### src/logic/cae_defs.svh
/*
 * Offsets, field positions, reset values and cycle counts for the
 * arithmetic/logic execution unit.
 * Assumes a 32-bit Avalon-MM slave with byte addresses.
 */
`ifndef CAE_DEFS_SVH
`define CAE_DEFS_SVH

// ------------------------------------------------------------
// Register byte offsets
// ------------------------------------------------------------
`define CAE_ADDR_CMD 8'h00
`define CAE_ADDR_STATUS 8'h04
`define CAE_ADDR_SREG 8'h08
`define CAE_ADDR_PC 8'h0C
`define CAE_ADDR_SP 8'h10
`define CAE_ADDR_TOS 8'h14
`define CAE_ADDR_RF_BASE 8'h80

// ------------------------------------------------------------
// Command word fields
// ------------------------------------------------------------
`define CAE_CMD_IMM_LSB 0
`define CAE_CMD_SRC_LSB 8
`define CAE_CMD_DST_LSB 16
`define CAE_CMD_OP_LSB 24

// ------------------------------------------------------------
// Status flag positions and reset values
// ------------------------------------------------------------
`define CAE_FLG_C 0
`define CAE_FLG_Z 1
`define CAE_FLG_N 2
`define CAE_FLG_V 3
`define CAE_FLG_S 4
`define CAE_FLG_H 5
`define CAE_SREG_RST 8'h00
`define CAE_PC_RST 16'h0000

// ------------------------------------------------------------
// Register indices and cycle counts
// ------------------------------------------------------------
`define CAE_PTR_LO 5'h1E
`define CAE_PTR_HI 5'h1F
`define CAE_PROD_LO 5'h00
`define CAE_PROD_HI 5'h01
`define CAE_CYC_ALU 2'h1
`define CAE_CYC_WORD 2'h2
`define CAE_CYC_PROD 2'h2
`define CAE_CYC_JUMP 2'h2
`define CAE_CYC_CALL 2'h3

`endif

### src/logic/cae_pkg.sv
/*
 * Types of the arithmetic/logic execution unit.
 * Opcode values are set here; assumes cae_defs.svh supplies the other numeric constants.
 */
package cae_pkg;

   typedef enum logic [4:0] {
      CAE_OP_SUM = 5'h00, CAE_OP_SUM_CARRY = 5'h01,
      CAE_OP_WORD_PLUS_IMMEDIATE = 5'h02, CAE_OP_DIFF = 5'h03,
      CAE_OP_DIFFERENCE_IMMEDIATE = 5'h04, CAE_OP_DIFFERENCE_WITH_BORROW = 5'h05,
      CAE_OP_DIFFERENCE_IMMEDIATE_BORROW = 5'h06, CAE_OP_WORD_MINUS_IMMEDIATE = 5'h07,
      CAE_OP_CONJ = 5'h08, CAE_OP_CONJ_IMM = 5'h09, CAE_OP_DISJ = 5'h0A,
      CAE_OP_DISJ_IMM = 5'h0B, CAE_OP_EXCLUSIVE_DISJUNCTION = 5'h0C,
      CAE_OP_MASK_SET_BITS = 5'h0D, CAE_OP_MASK_CLEAR_BITS = 5'h0E,
      CAE_OP_PLUS_ONE = 5'h0F, CAE_OP_MINUS_ONE = 5'h10,
      CAE_OP_SELF_CHECK_FLAGS = 5'h11, CAE_OP_PRODUCT_UNSIGNED = 5'h12,
      CAE_OP_PRODUCT_SIGNED = 5'h13, CAE_OP_PRODUCT_MIXED_SIGN = 5'h14,
      CAE_OP_FRACTION_PRODUCT_UNSIGNED = 5'h15, CAE_OP_FRACTION_PRODUCT_SIGNED = 5'h16,
      CAE_OP_FRACTION_PRODUCT_MIXED = 5'h17, CAE_OP_POINTER_JUMP = 5'h18,
      CAE_OP_POINTER_CALL = 5'h19
   } cae_op_t;

   typedef struct packed {
      cae_op_t op;
      logic [4:0] dst;
      logic [4:0] src;
      logic [7:0] imm;
   } cae_cmd_t;

   typedef enum logic {
      CAE_ST_IDLE = 1'b0,
      CAE_ST_RUN = 1'b1
   } cae_state_t;

endpackage : cae_pkg

### src/logic/cae_exec.sv
/*
 * Execution unit for register arithmetic, logic, multiply and
 * indirect jump/call, with its own register file, status flags,
 * program counter and return stack, reached over Avalon-MM.
 * Assumes one clock and a master that holds each request until
 * it samples waitrequest low.
 */
// Decided for this implementation: the address map and the Avalon-MM interface to the registers.
// Notes on behaviour
// - Sum, with carry variant; Z,C,N,V,H; 1 cycle.
// - Difference, borrow variant; Z,C,N,V,H; 1 cycle.
// - Immediate difference, optional borrow; 1 cycle.
// - Word add/sub immediate on pair; 2 cycles.
// - AND/OR register or constant, XOR register only; Z,N,V only.
// - Mask set ORs, mask clear ANDs inverse.
// - Plus/minus one; Z,N,V; carry unchanged.
// - Self check ANDs register with itself.
// - Multiplies write product pair; Z,C; 2 cycles.
// - Fractional multiplies shift product left one.
// - Pointer jump loads PC from pointer pair.
// - Pointer call saves return, jumps; 3 cycles.
`timescale 1ns/100ps
`include "cae_defs.svh"

module cae_exec
   import cae_pkg::*;
#(
   parameter int STK_AW = 4
) (
   input wire logic sys_clk_in,
   input wire logic rst_b_in,
   input wire logic [7:0] avs_address_in,
   input wire logic avs_read_in,
   input wire logic avs_write_in,
   input wire logic [31:0] avs_writedata_in,
   input wire logic [3:0] avs_byteenable_in,
   output logic [31:0] avs_readdata_out,
   output logic avs_waitrequest_out
);

   // ------------------------------------------------------------
   // State
   // ------------------------------------------------------------
   logic [7:0] rf_reg [32];
   logic [15:0] stk_reg [2**STK_AW];
   logic [7:0] sreg_reg;
   logic [15:0] pc_reg;
   logic [STK_AW-1:0] sp_reg;
   cae_state_t state_reg;
   logic [1:0] cnt_reg;
   cae_cmd_t ins_reg;
   logic wait_reg;
   logic [31:0] rdata_reg;

   // ------------------------------------------------------------
   // Bus slave
   // ------------------------------------------------------------
   logic accept;
   logic wr_fire;
   logic launch;
   logic commit;
   logic rf_hit;
   logic [4:0] rf_idx;
   logic [31:0] rd_mux;

   assign rf_hit = avs_address_in[7] && (avs_address_in[1:0] == 2'h0);
   assign rf_idx = avs_address_in[6:2];
   // Writes stall while an instruction runs so state is never torn
   assign accept = wait_reg && (avs_read_in || (avs_write_in && state_reg == CAE_ST_IDLE));
   assign wr_fire = avs_write_in && !wait_reg;
   assign launch = wr_fire && avs_address_in == `CAE_ADDR_CMD;
   assign commit = state_reg == CAE_ST_RUN && cnt_reg == 2'h1;

   always_comb begin
      rd_mux = 32'h0000_0000;
      if (rf_hit) begin
         rd_mux = {24'h00_0000, rf_reg[rf_idx]};
      end else begin
         case (avs_address_in)
            `CAE_ADDR_STATUS: rd_mux = {29'h0000_0000, cnt_reg, state_reg};
            `CAE_ADDR_SREG: rd_mux = {24'h00_0000, sreg_reg};
            `CAE_ADDR_PC: rd_mux = {16'h0000, pc_reg};
            `CAE_ADDR_SP: rd_mux = {{(32-STK_AW){1'b0}}, sp_reg};
            `CAE_ADDR_TOS: rd_mux = {16'h0000, stk_reg[sp_reg - 1'b1]};
            default: rd_mux = 32'h0000_0000;
         endcase
      end
   end

   always_ff @(posedge sys_clk_in or negedge rst_b_in) begin
      if (!rst_b_in) begin
         wait_reg <= 1'b1;
      end else if (!wait_reg) begin
         wait_reg <= 1'b1;
      end else if (accept) begin
         wait_reg <= 1'b0;
      end
   end

   always_ff @(posedge sys_clk_in or negedge rst_b_in) begin
      if (!rst_b_in) begin
         rdata_reg <= 32'h0000_0000;
      end else if (accept && avs_read_in) begin
         rdata_reg <= rd_mux;
      end
   end

   assign avs_waitrequest_out = wait_reg;
   assign avs_readdata_out = rdata_reg;

   // ------------------------------------------------------------
   // Sequencer
   // ------------------------------------------------------------
   function automatic logic [1:0] cyc_of(cae_op_t op);
      case (op)
         CAE_OP_WORD_PLUS_IMMEDIATE, CAE_OP_WORD_MINUS_IMMEDIATE: cyc_of = `CAE_CYC_WORD;
         CAE_OP_PRODUCT_UNSIGNED, CAE_OP_PRODUCT_SIGNED, CAE_OP_PRODUCT_MIXED_SIGN,
         CAE_OP_FRACTION_PRODUCT_UNSIGNED, CAE_OP_FRACTION_PRODUCT_SIGNED,
         CAE_OP_FRACTION_PRODUCT_MIXED: cyc_of = `CAE_CYC_PROD;
         CAE_OP_POINTER_JUMP: cyc_of = `CAE_CYC_JUMP;
         CAE_OP_POINTER_CALL: cyc_of = `CAE_CYC_CALL;
         default: cyc_of = `CAE_CYC_ALU;
      endcase
   endfunction : cyc_of

   always_ff @(posedge sys_clk_in or negedge rst_b_in) begin
      if (!rst_b_in) begin
         state_reg <= CAE_ST_IDLE;
         cnt_reg <= 2'h0;
         ins_reg <= '0;
      end else begin
         case (state_reg)
            CAE_ST_IDLE: begin
               if (launch) begin
                  state_reg <= CAE_ST_RUN;
                  // Fields sit on byte lanes with gaps, so pick each one out
                  ins_reg <= cae_cmd_t'({avs_writedata_in[`CAE_CMD_OP_LSB +: 5],
                     avs_writedata_in[`CAE_CMD_DST_LSB +: 5], avs_writedata_in[`CAE_CMD_SRC_LSB +: 5],
                     avs_writedata_in[`CAE_CMD_IMM_LSB +: 8]});
                  cnt_reg <= cyc_of(cae_op_t'(avs_writedata_in[28:24]));
               end
            end
            CAE_ST_RUN: begin
               cnt_reg <= cnt_reg - 2'h1;
               if (commit) begin
                  state_reg <= CAE_ST_IDLE;
               end
            end
            default: state_reg <= CAE_ST_IDLE;
         endcase
      end
   end

   // ------------------------------------------------------------
   // Datapath
   // ------------------------------------------------------------
   logic [7:0] a;
   logic [7:0] b;
   logic cin;
   logic [8:0] sum9;
   logic [8:0] dif9;
   logic [4:0] hsum;
   logic [4:0] hdif;
   logic [4:0] wlo;
   logic [15:0] w;
   logic [15:0] wr;
   logic [17:0] p18;
   logic [15:0] prod;
   logic [7:0] r8;
   logic [15:0] r16;
   logic [7:0] fl;
   logic [4:0] wa;
   logic [4:0] wb;
   logic wa_en;
   logic wb_en;
   logic sgn_a;
   logic sgn_b;
   logic frac;
   logic [15:0] pc_nx;
   logic push;

   always_comb begin
      a = rf_reg[ins_reg.dst];
      b = rf_reg[ins_reg.src];
      case (ins_reg.op)
         CAE_OP_DIFFERENCE_IMMEDIATE, CAE_OP_DIFFERENCE_IMMEDIATE_BORROW, CAE_OP_CONJ_IMM,
         CAE_OP_DISJ_IMM, CAE_OP_MASK_SET_BITS: b = ins_reg.imm;
         CAE_OP_MASK_CLEAR_BITS: b = ~ins_reg.imm;
         CAE_OP_PLUS_ONE, CAE_OP_MINUS_ONE: b = 8'h01;
         CAE_OP_SELF_CHECK_FLAGS: b = a;
         default: b = rf_reg[ins_reg.src];
      endcase
      cin = (ins_reg.op == CAE_OP_SUM_CARRY || ins_reg.op == CAE_OP_DIFFERENCE_WITH_BORROW ||
             ins_reg.op == CAE_OP_DIFFERENCE_IMMEDIATE_BORROW) && sreg_reg[`CAE_FLG_C];
      sum9 = {1'b0, a} + {1'b0, b} + {8'h00, cin};
      dif9 = {1'b0, a} - {1'b0, b} - {8'h00, cin};
      hsum = {1'b0, a[3:0]} + {1'b0, b[3:0]} + {4'h0, cin};
      hdif = {1'b0, a[3:0]} - {1'b0, b[3:0]} - {4'h0, cin};
   end

   // Pair and product arithmetic
   always_comb begin
      wlo = {ins_reg.dst[4:1], 1'b0};
      w = {rf_reg[{ins_reg.dst[4:1], 1'b1}], rf_reg[wlo]};
      if (ins_reg.op == CAE_OP_WORD_MINUS_IMMEDIATE) begin
         wr = w - {10'h000, ins_reg.imm[5:0]};
      end else begin
         wr = w + {10'h000, ins_reg.imm[5:0]};
      end
      sgn_a = ins_reg.op inside {CAE_OP_PRODUCT_SIGNED, CAE_OP_PRODUCT_MIXED_SIGN,
                                 CAE_OP_FRACTION_PRODUCT_SIGNED, CAE_OP_FRACTION_PRODUCT_MIXED};
      sgn_b = ins_reg.op inside {CAE_OP_PRODUCT_SIGNED, CAE_OP_FRACTION_PRODUCT_SIGNED};
      frac = ins_reg.op inside {CAE_OP_FRACTION_PRODUCT_UNSIGNED,
                                CAE_OP_FRACTION_PRODUCT_SIGNED, CAE_OP_FRACTION_PRODUCT_MIXED};
      p18 = 18'($signed({sgn_a & a[7], a}) * $signed({sgn_b & b[7], b}));
      prod = frac ? {p18[14:0], 1'b0} : p18[15:0];
   end

   always_comb begin
      r8 = 8'h00;
      r16 = 16'h0000;
      fl = sreg_reg;
      wa = ins_reg.dst;
      wb = ins_reg.dst;
      wa_en = 1'b0;
      wb_en = 1'b0;
      pc_nx = pc_reg + 16'h0001;
      push = 1'b0;
      case (ins_reg.op)
         CAE_OP_SUM, CAE_OP_SUM_CARRY: begin
            r8 = sum9[7:0];
            wa_en = 1'b1;
            fl[`CAE_FLG_C] = sum9[8];
            fl[`CAE_FLG_H] = hsum[4];
            fl[`CAE_FLG_V] = (a[7] & b[7] & ~r8[7]) | (~a[7] & ~b[7] & r8[7]);
         end
         CAE_OP_DIFF, CAE_OP_DIFFERENCE_WITH_BORROW, CAE_OP_DIFFERENCE_IMMEDIATE,
         CAE_OP_DIFFERENCE_IMMEDIATE_BORROW: begin
            r8 = dif9[7:0];
            wa_en = 1'b1;
            fl[`CAE_FLG_C] = dif9[8];
            fl[`CAE_FLG_H] = hdif[4];
            fl[`CAE_FLG_V] = (a[7] & ~b[7] & ~r8[7]) | (~a[7] & b[7] & r8[7]);
         end
         CAE_OP_CONJ, CAE_OP_CONJ_IMM, CAE_OP_MASK_CLEAR_BITS, CAE_OP_SELF_CHECK_FLAGS: begin
            r8 = a & b;
            wa_en = 1'b1;
            fl[`CAE_FLG_V] = 1'b0;
         end
         CAE_OP_DISJ, CAE_OP_DISJ_IMM, CAE_OP_MASK_SET_BITS: begin
            r8 = a | b;
            wa_en = 1'b1;
            fl[`CAE_FLG_V] = 1'b0;
         end
         CAE_OP_EXCLUSIVE_DISJUNCTION: begin
            r8 = a ^ b;
            wa_en = 1'b1;
            fl[`CAE_FLG_V] = 1'b0;
         end
         CAE_OP_PLUS_ONE: begin
            r8 = sum9[7:0];
            wa_en = 1'b1;
            fl[`CAE_FLG_V] = r8 == 8'h80;
         end
         CAE_OP_MINUS_ONE: begin
            r8 = dif9[7:0];
            wa_en = 1'b1;
            fl[`CAE_FLG_V] = r8 == 8'h7F;
         end
         CAE_OP_WORD_PLUS_IMMEDIATE, CAE_OP_WORD_MINUS_IMMEDIATE: begin
            r16 = wr;
            wa = wlo;
            wb = {ins_reg.dst[4:1], 1'b1};
            wa_en = 1'b1;
            wb_en = 1'b1;
            fl[`CAE_FLG_N] = wr[15];
            fl[`CAE_FLG_Z] = wr == 16'h0000;
            if (ins_reg.op == CAE_OP_WORD_PLUS_IMMEDIATE) begin
               fl[`CAE_FLG_V] = ~w[15] & wr[15];
               fl[`CAE_FLG_C] = ~wr[15] & w[15];
            end else begin
               fl[`CAE_FLG_V] = w[15] & ~wr[15];
               fl[`CAE_FLG_C] = wr[15] & ~w[15];
            end
            fl[`CAE_FLG_S] = wr[15] ^ fl[`CAE_FLG_V];
         end
         CAE_OP_PRODUCT_UNSIGNED, CAE_OP_PRODUCT_SIGNED, CAE_OP_PRODUCT_MIXED_SIGN,
         CAE_OP_FRACTION_PRODUCT_UNSIGNED, CAE_OP_FRACTION_PRODUCT_SIGNED,
         CAE_OP_FRACTION_PRODUCT_MIXED: begin
            r16 = prod;
            wa = `CAE_PROD_LO;
            wb = `CAE_PROD_HI;
            wa_en = 1'b1;
            wb_en = 1'b1;
            // Carry is the top bit before the fractional shift
            fl[`CAE_FLG_C] = p18[15];
            fl[`CAE_FLG_Z] = prod == 16'h0000;
         end
         CAE_OP_POINTER_JUMP: begin
            pc_nx = {rf_reg[`CAE_PTR_HI], rf_reg[`CAE_PTR_LO]};
         end
         CAE_OP_POINTER_CALL: begin
            pc_nx = {rf_reg[`CAE_PTR_HI], rf_reg[`CAE_PTR_LO]};
            push = 1'b1;
         end
         default: begin
            wa_en = 1'b0;
         end
      endcase
      if (wa_en && !wb_en) begin
         fl[`CAE_FLG_Z] = r8 == 8'h00;
         fl[`CAE_FLG_N] = r8[7];
         // Borrow forms chain zero across bytes
         if (ins_reg.op inside {CAE_OP_DIFFERENCE_WITH_BORROW,
                                CAE_OP_DIFFERENCE_IMMEDIATE_BORROW}) begin
            fl[`CAE_FLG_Z] = (r8 == 8'h00) & sreg_reg[`CAE_FLG_Z];
         end
      end
      if (wb_en) begin
         r8 = r16[7:0];
      end
   end

   // ------------------------------------------------------------
   // Architectural state
   // ------------------------------------------------------------
   always_ff @(posedge sys_clk_in or negedge rst_b_in) begin
      if (!rst_b_in) begin
         for (int i = 0; i < 32; i++) begin
            rf_reg[i] <= 8'h00;
         end
      end else if (commit) begin
         if (wa_en) begin
            rf_reg[wa] <= r8;
         end
         if (wb_en) begin
            rf_reg[wb] <= r16[15:8];
         end
      end else if (wr_fire && rf_hit && avs_byteenable_in[0]) begin
         rf_reg[rf_idx] <= avs_writedata_in[7:0];
      end
   end

   always_ff @(posedge sys_clk_in or negedge rst_b_in) begin
      if (!rst_b_in) begin
         sreg_reg <= `CAE_SREG_RST;
      end else if (commit) begin
         sreg_reg <= fl;
      end else if (wr_fire && avs_address_in == `CAE_ADDR_SREG && avs_byteenable_in[0]) begin
         sreg_reg <= avs_writedata_in[7:0];
      end
   end

   always_ff @(posedge sys_clk_in or negedge rst_b_in) begin
      if (!rst_b_in) begin
         pc_reg <= `CAE_PC_RST;
      end else if (commit) begin
         pc_reg <= pc_nx;
      end else if (wr_fire && avs_address_in == `CAE_ADDR_PC) begin
         if (avs_byteenable_in[0]) begin
            pc_reg[7:0] <= avs_writedata_in[7:0];
         end
         if (avs_byteenable_in[1]) begin
            pc_reg[15:8] <= avs_writedata_in[15:8];
         end
      end
   end

   // Return stack wraps silently when over-filled
   always_ff @(posedge sys_clk_in or negedge rst_b_in) begin
      if (!rst_b_in) begin
         sp_reg <= '0;
      end else if (commit && push) begin
         sp_reg <= sp_reg + 1'b1;
      end else if (wr_fire && avs_address_in == `CAE_ADDR_SP && avs_byteenable_in[0]) begin
         sp_reg <= avs_writedata_in[STK_AW-1:0];
      end
   end

   always_ff @(posedge sys_clk_in) begin
      if (commit && push) begin
         stk_reg[sp_reg] <= pc_reg + 16'h0001;
      end
   end

endmodule : cae_exec

### config.mk
export PLATFORM = sky130hd
export DESIGN_NAME = cae_exec
export DESIGN_NICKNAME = d
export VERILOG_FILES = /design/src/logic/cae_pkg.sv /design/src/logic/cae_exec.sv
export VERILOG_INCLUDE_DIRS = /design/src /design/src/logic
export SDC_FILE = /design/constraint.sdc
export NUM_CORES = 2
export LEC_CHECK = 0
export ABC_AREA = 0
export BUFFER_PORTS_ARGS = -buffer_cell sky130_fd_sc_hd__buf_2
export CORE_MARGIN = 2
export CORE_UTILIZATION = 55
export DETAILED_ROUTE_END_ITERATION = 8
export PLACE_DENSITY = 0.72
export SLEW_MARGIN = 5
export SYNTH_ARGS = -nofsm -noshare
export SYNTH_HDL_FRONTEND = slang
export SYNTH_SLANG_ARGS = --single-unit
### constraint.sdc
create_clock -name sys_clk_in -period 11.1 [get_ports sys_clk_in]
set_input_delay 2.775 -clock sys_clk_in [delete_from_list [all_inputs] [get_ports sys_clk_in]]
set_output_delay 2.775 -clock sys_clk_in [all_outputs]
set_load 0.05 [all_outputs]
Word level (Yosys, flattened, before mapping):

Memories as Yosys holds them, arrays and structs flattened.
Cells that the tools add are included.

* shift operators: 0
* magnitude comparators: 10
* equality and inequality tests: 40
* reductions and logical operators: 65
* divide/modulo/power cells: 0
* multiply operators: 1
* bitwise logic cells: 35
* add/sub/neg operators: 14
* multiplexer cells: 71

Operators with widths (count)
* $mux W256: 5
* $bwmux W256: 3
* $bmux W8 S5: 5
* $mux W8: 16
* $demux W8 S5: 3
* $mux W16: 5
* $pmux W16 S5: 1
* $eq A5 B5 Y1 const B: 10
* $ge A6 B6 Y1 const B: 7
* $not A5 Y6: 7
* $eq A5 B4 Y1 const B: 8
* $pmux W8 S5: 1
* $logic_not A16 Y1: 2
* $mux W32: 1
* $pmux W16 S2: 1
* $pmux W8 S4: 1
* $reduce_or A24 Y1: 1
* $eq A5 B3 Y1 const B: 4
* $logic_and A1 B1 Y1: 20
* $pmux W5 S2: 2
* $reduce_and A2 Y1: 10
* $lt A6 B1 Y1 const B: 3
* $add A16 B1 Y16 const B: 1
* $add A16 B6 Y16: 1
* other kinds (57): 118

* register bits after elaboration: 343
* memories kept: 2
* bits in writable memories: 256
* memory bits (read-only): 64
* bits in latches: 0
* word-level logic and storage cells: 288
* output and inout port bits: 33
* bits of input ports: 48

Memories
* stk_reg: depth 16, bits a word 16, rd ports 1, clocked after Yosys merged registers in 0, wr ports 1, line cae_exec.sv:45 `logic [15:0] stk_reg [2**STK_AW];`
* (name not given): depth 32, bits a word 2, rd ports 1, clocked after Yosys merged registers in 0, wr ports 0, line cae_exec.sv:115 `case (op)`

Logic depth before layout (Yosys ltp):

* depth in word-level cells: 16
* depth in mapped cells: 32
* depth with buffers taken out: 28

Worst setup path after synthesis:

No wires, ideal clock.

* path type: register to register
* start point: register ins_reg[14] in the netlist's numbering
* end point: register rf_reg[54] in the netlist's numbering
* cell stages (with the launch flop): 32
* buffers on the path: 4
* data arrival time: 8.047 ns
* library setup time: 0.091 ns
* path slack: 2.962 ns
* clock period less this slack: 8.138 ns
* required time: 11.009 ns
* cell sequence: dfrtp_1 buf_2 buf_2 buf_2 mux4_2 mux4_2 mux2_2 inv_1 o22ai_1 o21ai_2 inv_1 ha_1 fa_1 inv_1 fa_1 inv_1 fa_1 fa_1 inv_1 fa_1 inv_1 ha_1 inv_1 o21bai_1 a2111o_1 a31o_2 a21oi_1 xor2_1 o311ai_0 nand2_1 clkbuf_1 o221ai_1

* word-level cells in the longest chain between the ends: 15
* elaborated cells between the ends (all ways): 50
* classes of those cells: add/sub: 6; mul: 1; order compare: 4; mux: 27; bitwise: 10; reduce/logical: 2

Ends and longest elaborated chain
* from (decl): line cae_exec.sv:51 `cae_cmd_t ins_reg;`
* from (signal assigned): line cae_exec.sv:137 `` ins_reg <= cae_cmd_t'({avs_writedata_in[`CAE_CMD_OP_LSB +: 5], ``
* $not A5 Y6 (implied by the code): line cae_exec.sv:183 `a = rf_reg[ins_reg.dst];`
* $bmux W8 S5: line cae_exec.sv:183
* $mux W8 (implied by the code) (2 in series): line cae_exec.sv:183
* $pmux W8 S4: line cae_exec.sv:185 `case (ins_reg.op)`
* $mul A9 B9 Y16 (tied with other cells): line cae_exec.sv:215 `p18 = 18'($signed({sgn_a & a[7], a}) * $signed({sgn_b & b[7], b}));`
* $mux W16 (tied with other cells): line cae_exec.sv:216 `prod = frac ? {p18[14:0], 1'b0} : p18[15:0];`
* $pmux W16 S2 / $pmux W8 S5 (equally long branches): line cae_exec.sv:229 `case (ins_reg.op)`
* $mux W8: line cae_exec.sv:319 `if (wb_en) begin`
* $bwmux W256: line cae_exec.sv:334 `rf_reg[wa] <= r8;`
* $mux W256: line cae_exec.sv:333 `if (wa_en) begin`
* $mux W256: line cae_exec.sv:332 `end else if (commit) begin`
* $bwmux W256: line cae_exec.sv:337 `rf_reg[wb] <= r16[15:8];`
* $mux W256 (*): line cae_exec.sv:336 `if (wb_en) begin`
* $mux W256 (*): line cae_exec.sv:332
* to (signal, indexed assignment): line cae_exec.sv:334
* to (signal, indexed assignment): line cae_exec.sv:337
* to (signal, indexed assignment): line cae_exec.sv:340 `rf_reg[rf_idx] <= avs_writedata_in[7:0];`
* to (decl): line cae_exec.sv:44 `logic [7:0] rf_reg [32];`

Every way passes the cells marked *; elsewhere a longest branch is shown, timed or not. The select of a mux whose other input is x is not followed.
A chain may end at the register's enable or synchronous reset.

Worst setup path in the final report:

* start point: register ins_reg[14] in the netlist's numbering
* end point: register rf_reg[19] in the netlist's numbering

The elaborated chain is that of the path after synthesis.

==> flow_summary.ini <==
[run_status]
status = complete, but fails checks
violations = design-rule violations, max-capacitance violations, max-slew violations

[detailed_routing]
drt_pass1_iterations = 9
drcViolationCount = 10
routed_via_density = 7.52
finalWirelength_mm = 161
maxUsedRoutingLayer = met5
wl_met2_mm = 64.1
met3_length_mm = 26.4
vias = 35500
met1_length_mm = 56.3
post_drt_wl_per_cell_um = 34.0
dr.first_iter.drc_count = 5986
ant_nets = 0

[sta]
slew-limit-headroom = -0.0602
hold_viol = 0
setup_violations = 0
rsz0062_at_grt = no
tns_ps = 0
clock.fmax_mhz = 102
drv_slew = 18
period_share = 0.887
period_minus_slack_ps = 9850
finalClockSkew_ps = 42.8
tightestPinTransition_ps = 1590

[floorplanning]
dieHeight_um = 275
rows = 99
initial_utilization = 0.556
die-area_um2 = 75900
coreArea_um2 = 73000
io_pins = 81
die_width_um = 275

[power_and_ir_drop]
pwr_density_cell_nw_per_um2 = 173
vdd_ir_drop_max_mv = 0.231
leakagePower_nw = 16.9

[worst_setup_path]
cpPeakStageDelay_ps = 1050
path_delay_family = adder cells
cp.required_ps = 11620
end_kind = flop
arrival_ps = 10370
reg2reg_depth = 28
path_buf_inv = 7
worstPathMaxFanout = 52
start_kind = flop
crit_type = flop to flop
crit_slowest_cell = dfrtp_4
cp_common_cell = inv_1
cp.depth = 28

[clocking]
cts.sink_count = 583
cts_tree = done
post_cts_resized = 0
cts_inserted_buffers = 67
cts.htree.levels = 3
root_buffer = clkbuf_16
clkSlewWorstSetupHoldPaths_ps = 60
cts_setup_buffers = 0
hold_buffers = 0
clk_latency_ps = 650
cts_buffer_depth = 3

[global_routing]
grt_pass1_wl_mm = 231
first_global_vias = 33500
grt.overflow.total = 0
grt_antenna_before_repair = 14
grt_usage = 0.425
grt_max_degree = 143

[synth]
ys_ff_latch = 583
synth-seq-area-share = 0.392
synth.distinct_cells = 83
ys.flop_type = dfrtp_1
synth_edf_count = 256
async_flop_share = 0.561
synth_warnings = 0
syn_area_um2 = 40500
syn_inst = 3754
synth_area_per_cell_um2 = 10.8

[hold_path]
hold_class = flop to flop
hold_path_depth = 2

[finish]
final_common_cell = nor2_1
final_cell_mix = 368 x nor2_1, 320 x dfrtp_1, 314 x mux4_2, 312 x a21oi_1, 308 x nand2_1
finalNetCount = 3897
drive_above_1_share = 0.178
fin_util = 0.604
area_growth_pct = 8.64

[job]
drv_cap = 1

[placement]
gp_congestion = 1.15
portBuffers = 56
hpwl_mm = 111
==> power breakdown <==
group          switching (W)  internal (W)  total (W)
Combinational        0.00159      0.000899    0.00248
Clock                0.00102       0.00132    0.00234
Sequential          0.000314       0.00246    0.00278
==> layer usage <==
layer | vias up | global-route usage
met3 | 794 | 0.193
met2 | 2998 | 0.578
met1 | 17500 | 0.548
met4 | 16 | 0.269
li1 | 14200 | -
met5 | - | 0.0175
==> worst register-to-register path: cells and delay by family (launching register included) <==
kind,cells,cell delay (ps)
multiplexers,4,1780
buffers and inverters,7,1040
flip-flops,1,1050
AO/OA/AOI/OAI,7,2220
adder cells (fa/ha/maj),7,3160
AND/OR/NAND/NOR,2,190
XOR/XNOR,1,290
==> cells by family after synthesis <==
group	share of synthesized area
AOI/OAI and AO/OA	0.176
xor gates and xnor gates	0.0130
DFF	0.392
other	0.0000925
muxes	0.207
adders and majority gates	0.0598
and+or+nand+nor	0.108
buffers and inverters	0.0444
==> cell usage after synthesis, types with 15 or more instances <==
| master | number | area (um2) |
|---|---|---|
| nor2_1 | 374 | 1400 |
| dfrtp_1 | 326 | 8160 |
| mux4_2 | 314 | 7070 |
| a21oi_1 | 312 | 1560 |
| nand2_1 | 309 | 1160 |
| edfxtp_1 | 256 | 7690 |
| o21ai_0 | 224 | 1120 |
| clkbuf_1 | 197 | 739 |
| inv_1 | 137 | 514 |
| a211oi_1 | 100 | 751 |
| mux2i_1 | 93 | 931 |
| ha_1 | 85 | 1060 |
| fa_1 | 68 | 1360 |
| nand3_1 | 58 | 290 |
| o22a_1 | 57 | 499 |
| a221oi_1 | 50 | 438 |
| nor3_1 | 44 | 220 |
| buf_2 | 41 | 205 |
| and2_1 | 38 | 238 |
| xnor2_1 | 38 | 333 |
| a22oi_1 | 36 | 270 |
| a31oi_1 | 36 | 225 |
| nor2b_1 | 36 | 225 |
| o211ai_1 | 36 | 270 |
| mux2_2 | 34 | 383 |
| nand2b_1 | 33 | 206 |
| o22ai_1 | 33 | 206 |
| buf_1 | 32 | 120 |
| o21a_1 | 26 | 195 |
| and3_1 | 25 | 156 |
| buf_4 | 22 | 165 |
| xor2_1 | 22 | 193 |
| a22o_1 | 18 | 158 |
| o31ai_1 | 17 | 128 |
| o221ai_1 | 15 | 131 |
==> final timing paths <==
check                                                   end                        startpoint  slack (ps)
min in group asynchronous           rf_reg[177]$_DFFE_PN0P_                          rst_b_in        2070
max                                  rf_reg[19]$_DFFE_PN0P_           ins_reg[14]$_DFFE_PN0P_        1250
max reg2reg                          rf_reg[19]$_DFFE_PN0P_           ins_reg[14]$_DFFE_PN0P_        1250
min                        avs_readdata_out[12]$_DFFE_PN0P_  avs_readdata_out[12]$_DFFE_PN0P_         480
max in group asynchronous           ins_reg[15]$_DFFE_PN0P_                          rst_b_in        6880
min reg2reg                avs_readdata_out[12]$_DFFE_PN0P_  avs_readdata_out[12]$_DFFE_PN0P_         480
==> per-stage QoR <==
stage / power (W) / setup WS [ps] / hold WS (ps) / std cells / cell area, um2
after CTS: 0.00742 / 1510 / 481 / 4710 / 44000
after floorplan: 0.00415 / 2960 / 471 / 3769 / 40600
after global routing: 0.00778 / 875 / 517 / 4711 / 44000
after detailed placement: 0.00510 / 1530 / 468 / 4586 / 41700
final: 0.00760 / 1250 / 480 / 4720 / 44000
after global placement: 0.00507 / 1650 / 461 / 4586 / 41700
==> area by class of cell <==
type	instances	area, um2
clock buffers	80	1760
well taps	959	1200
flip-flops and latches	583	15900
multi-input cells	2750	23100
diodes	10	25.0
fillers	5936	28900
repair buffers	155	1050
inverters	139	522
clock inverters	44	543
No activity file was read; power rests on OpenSTA's default activity.
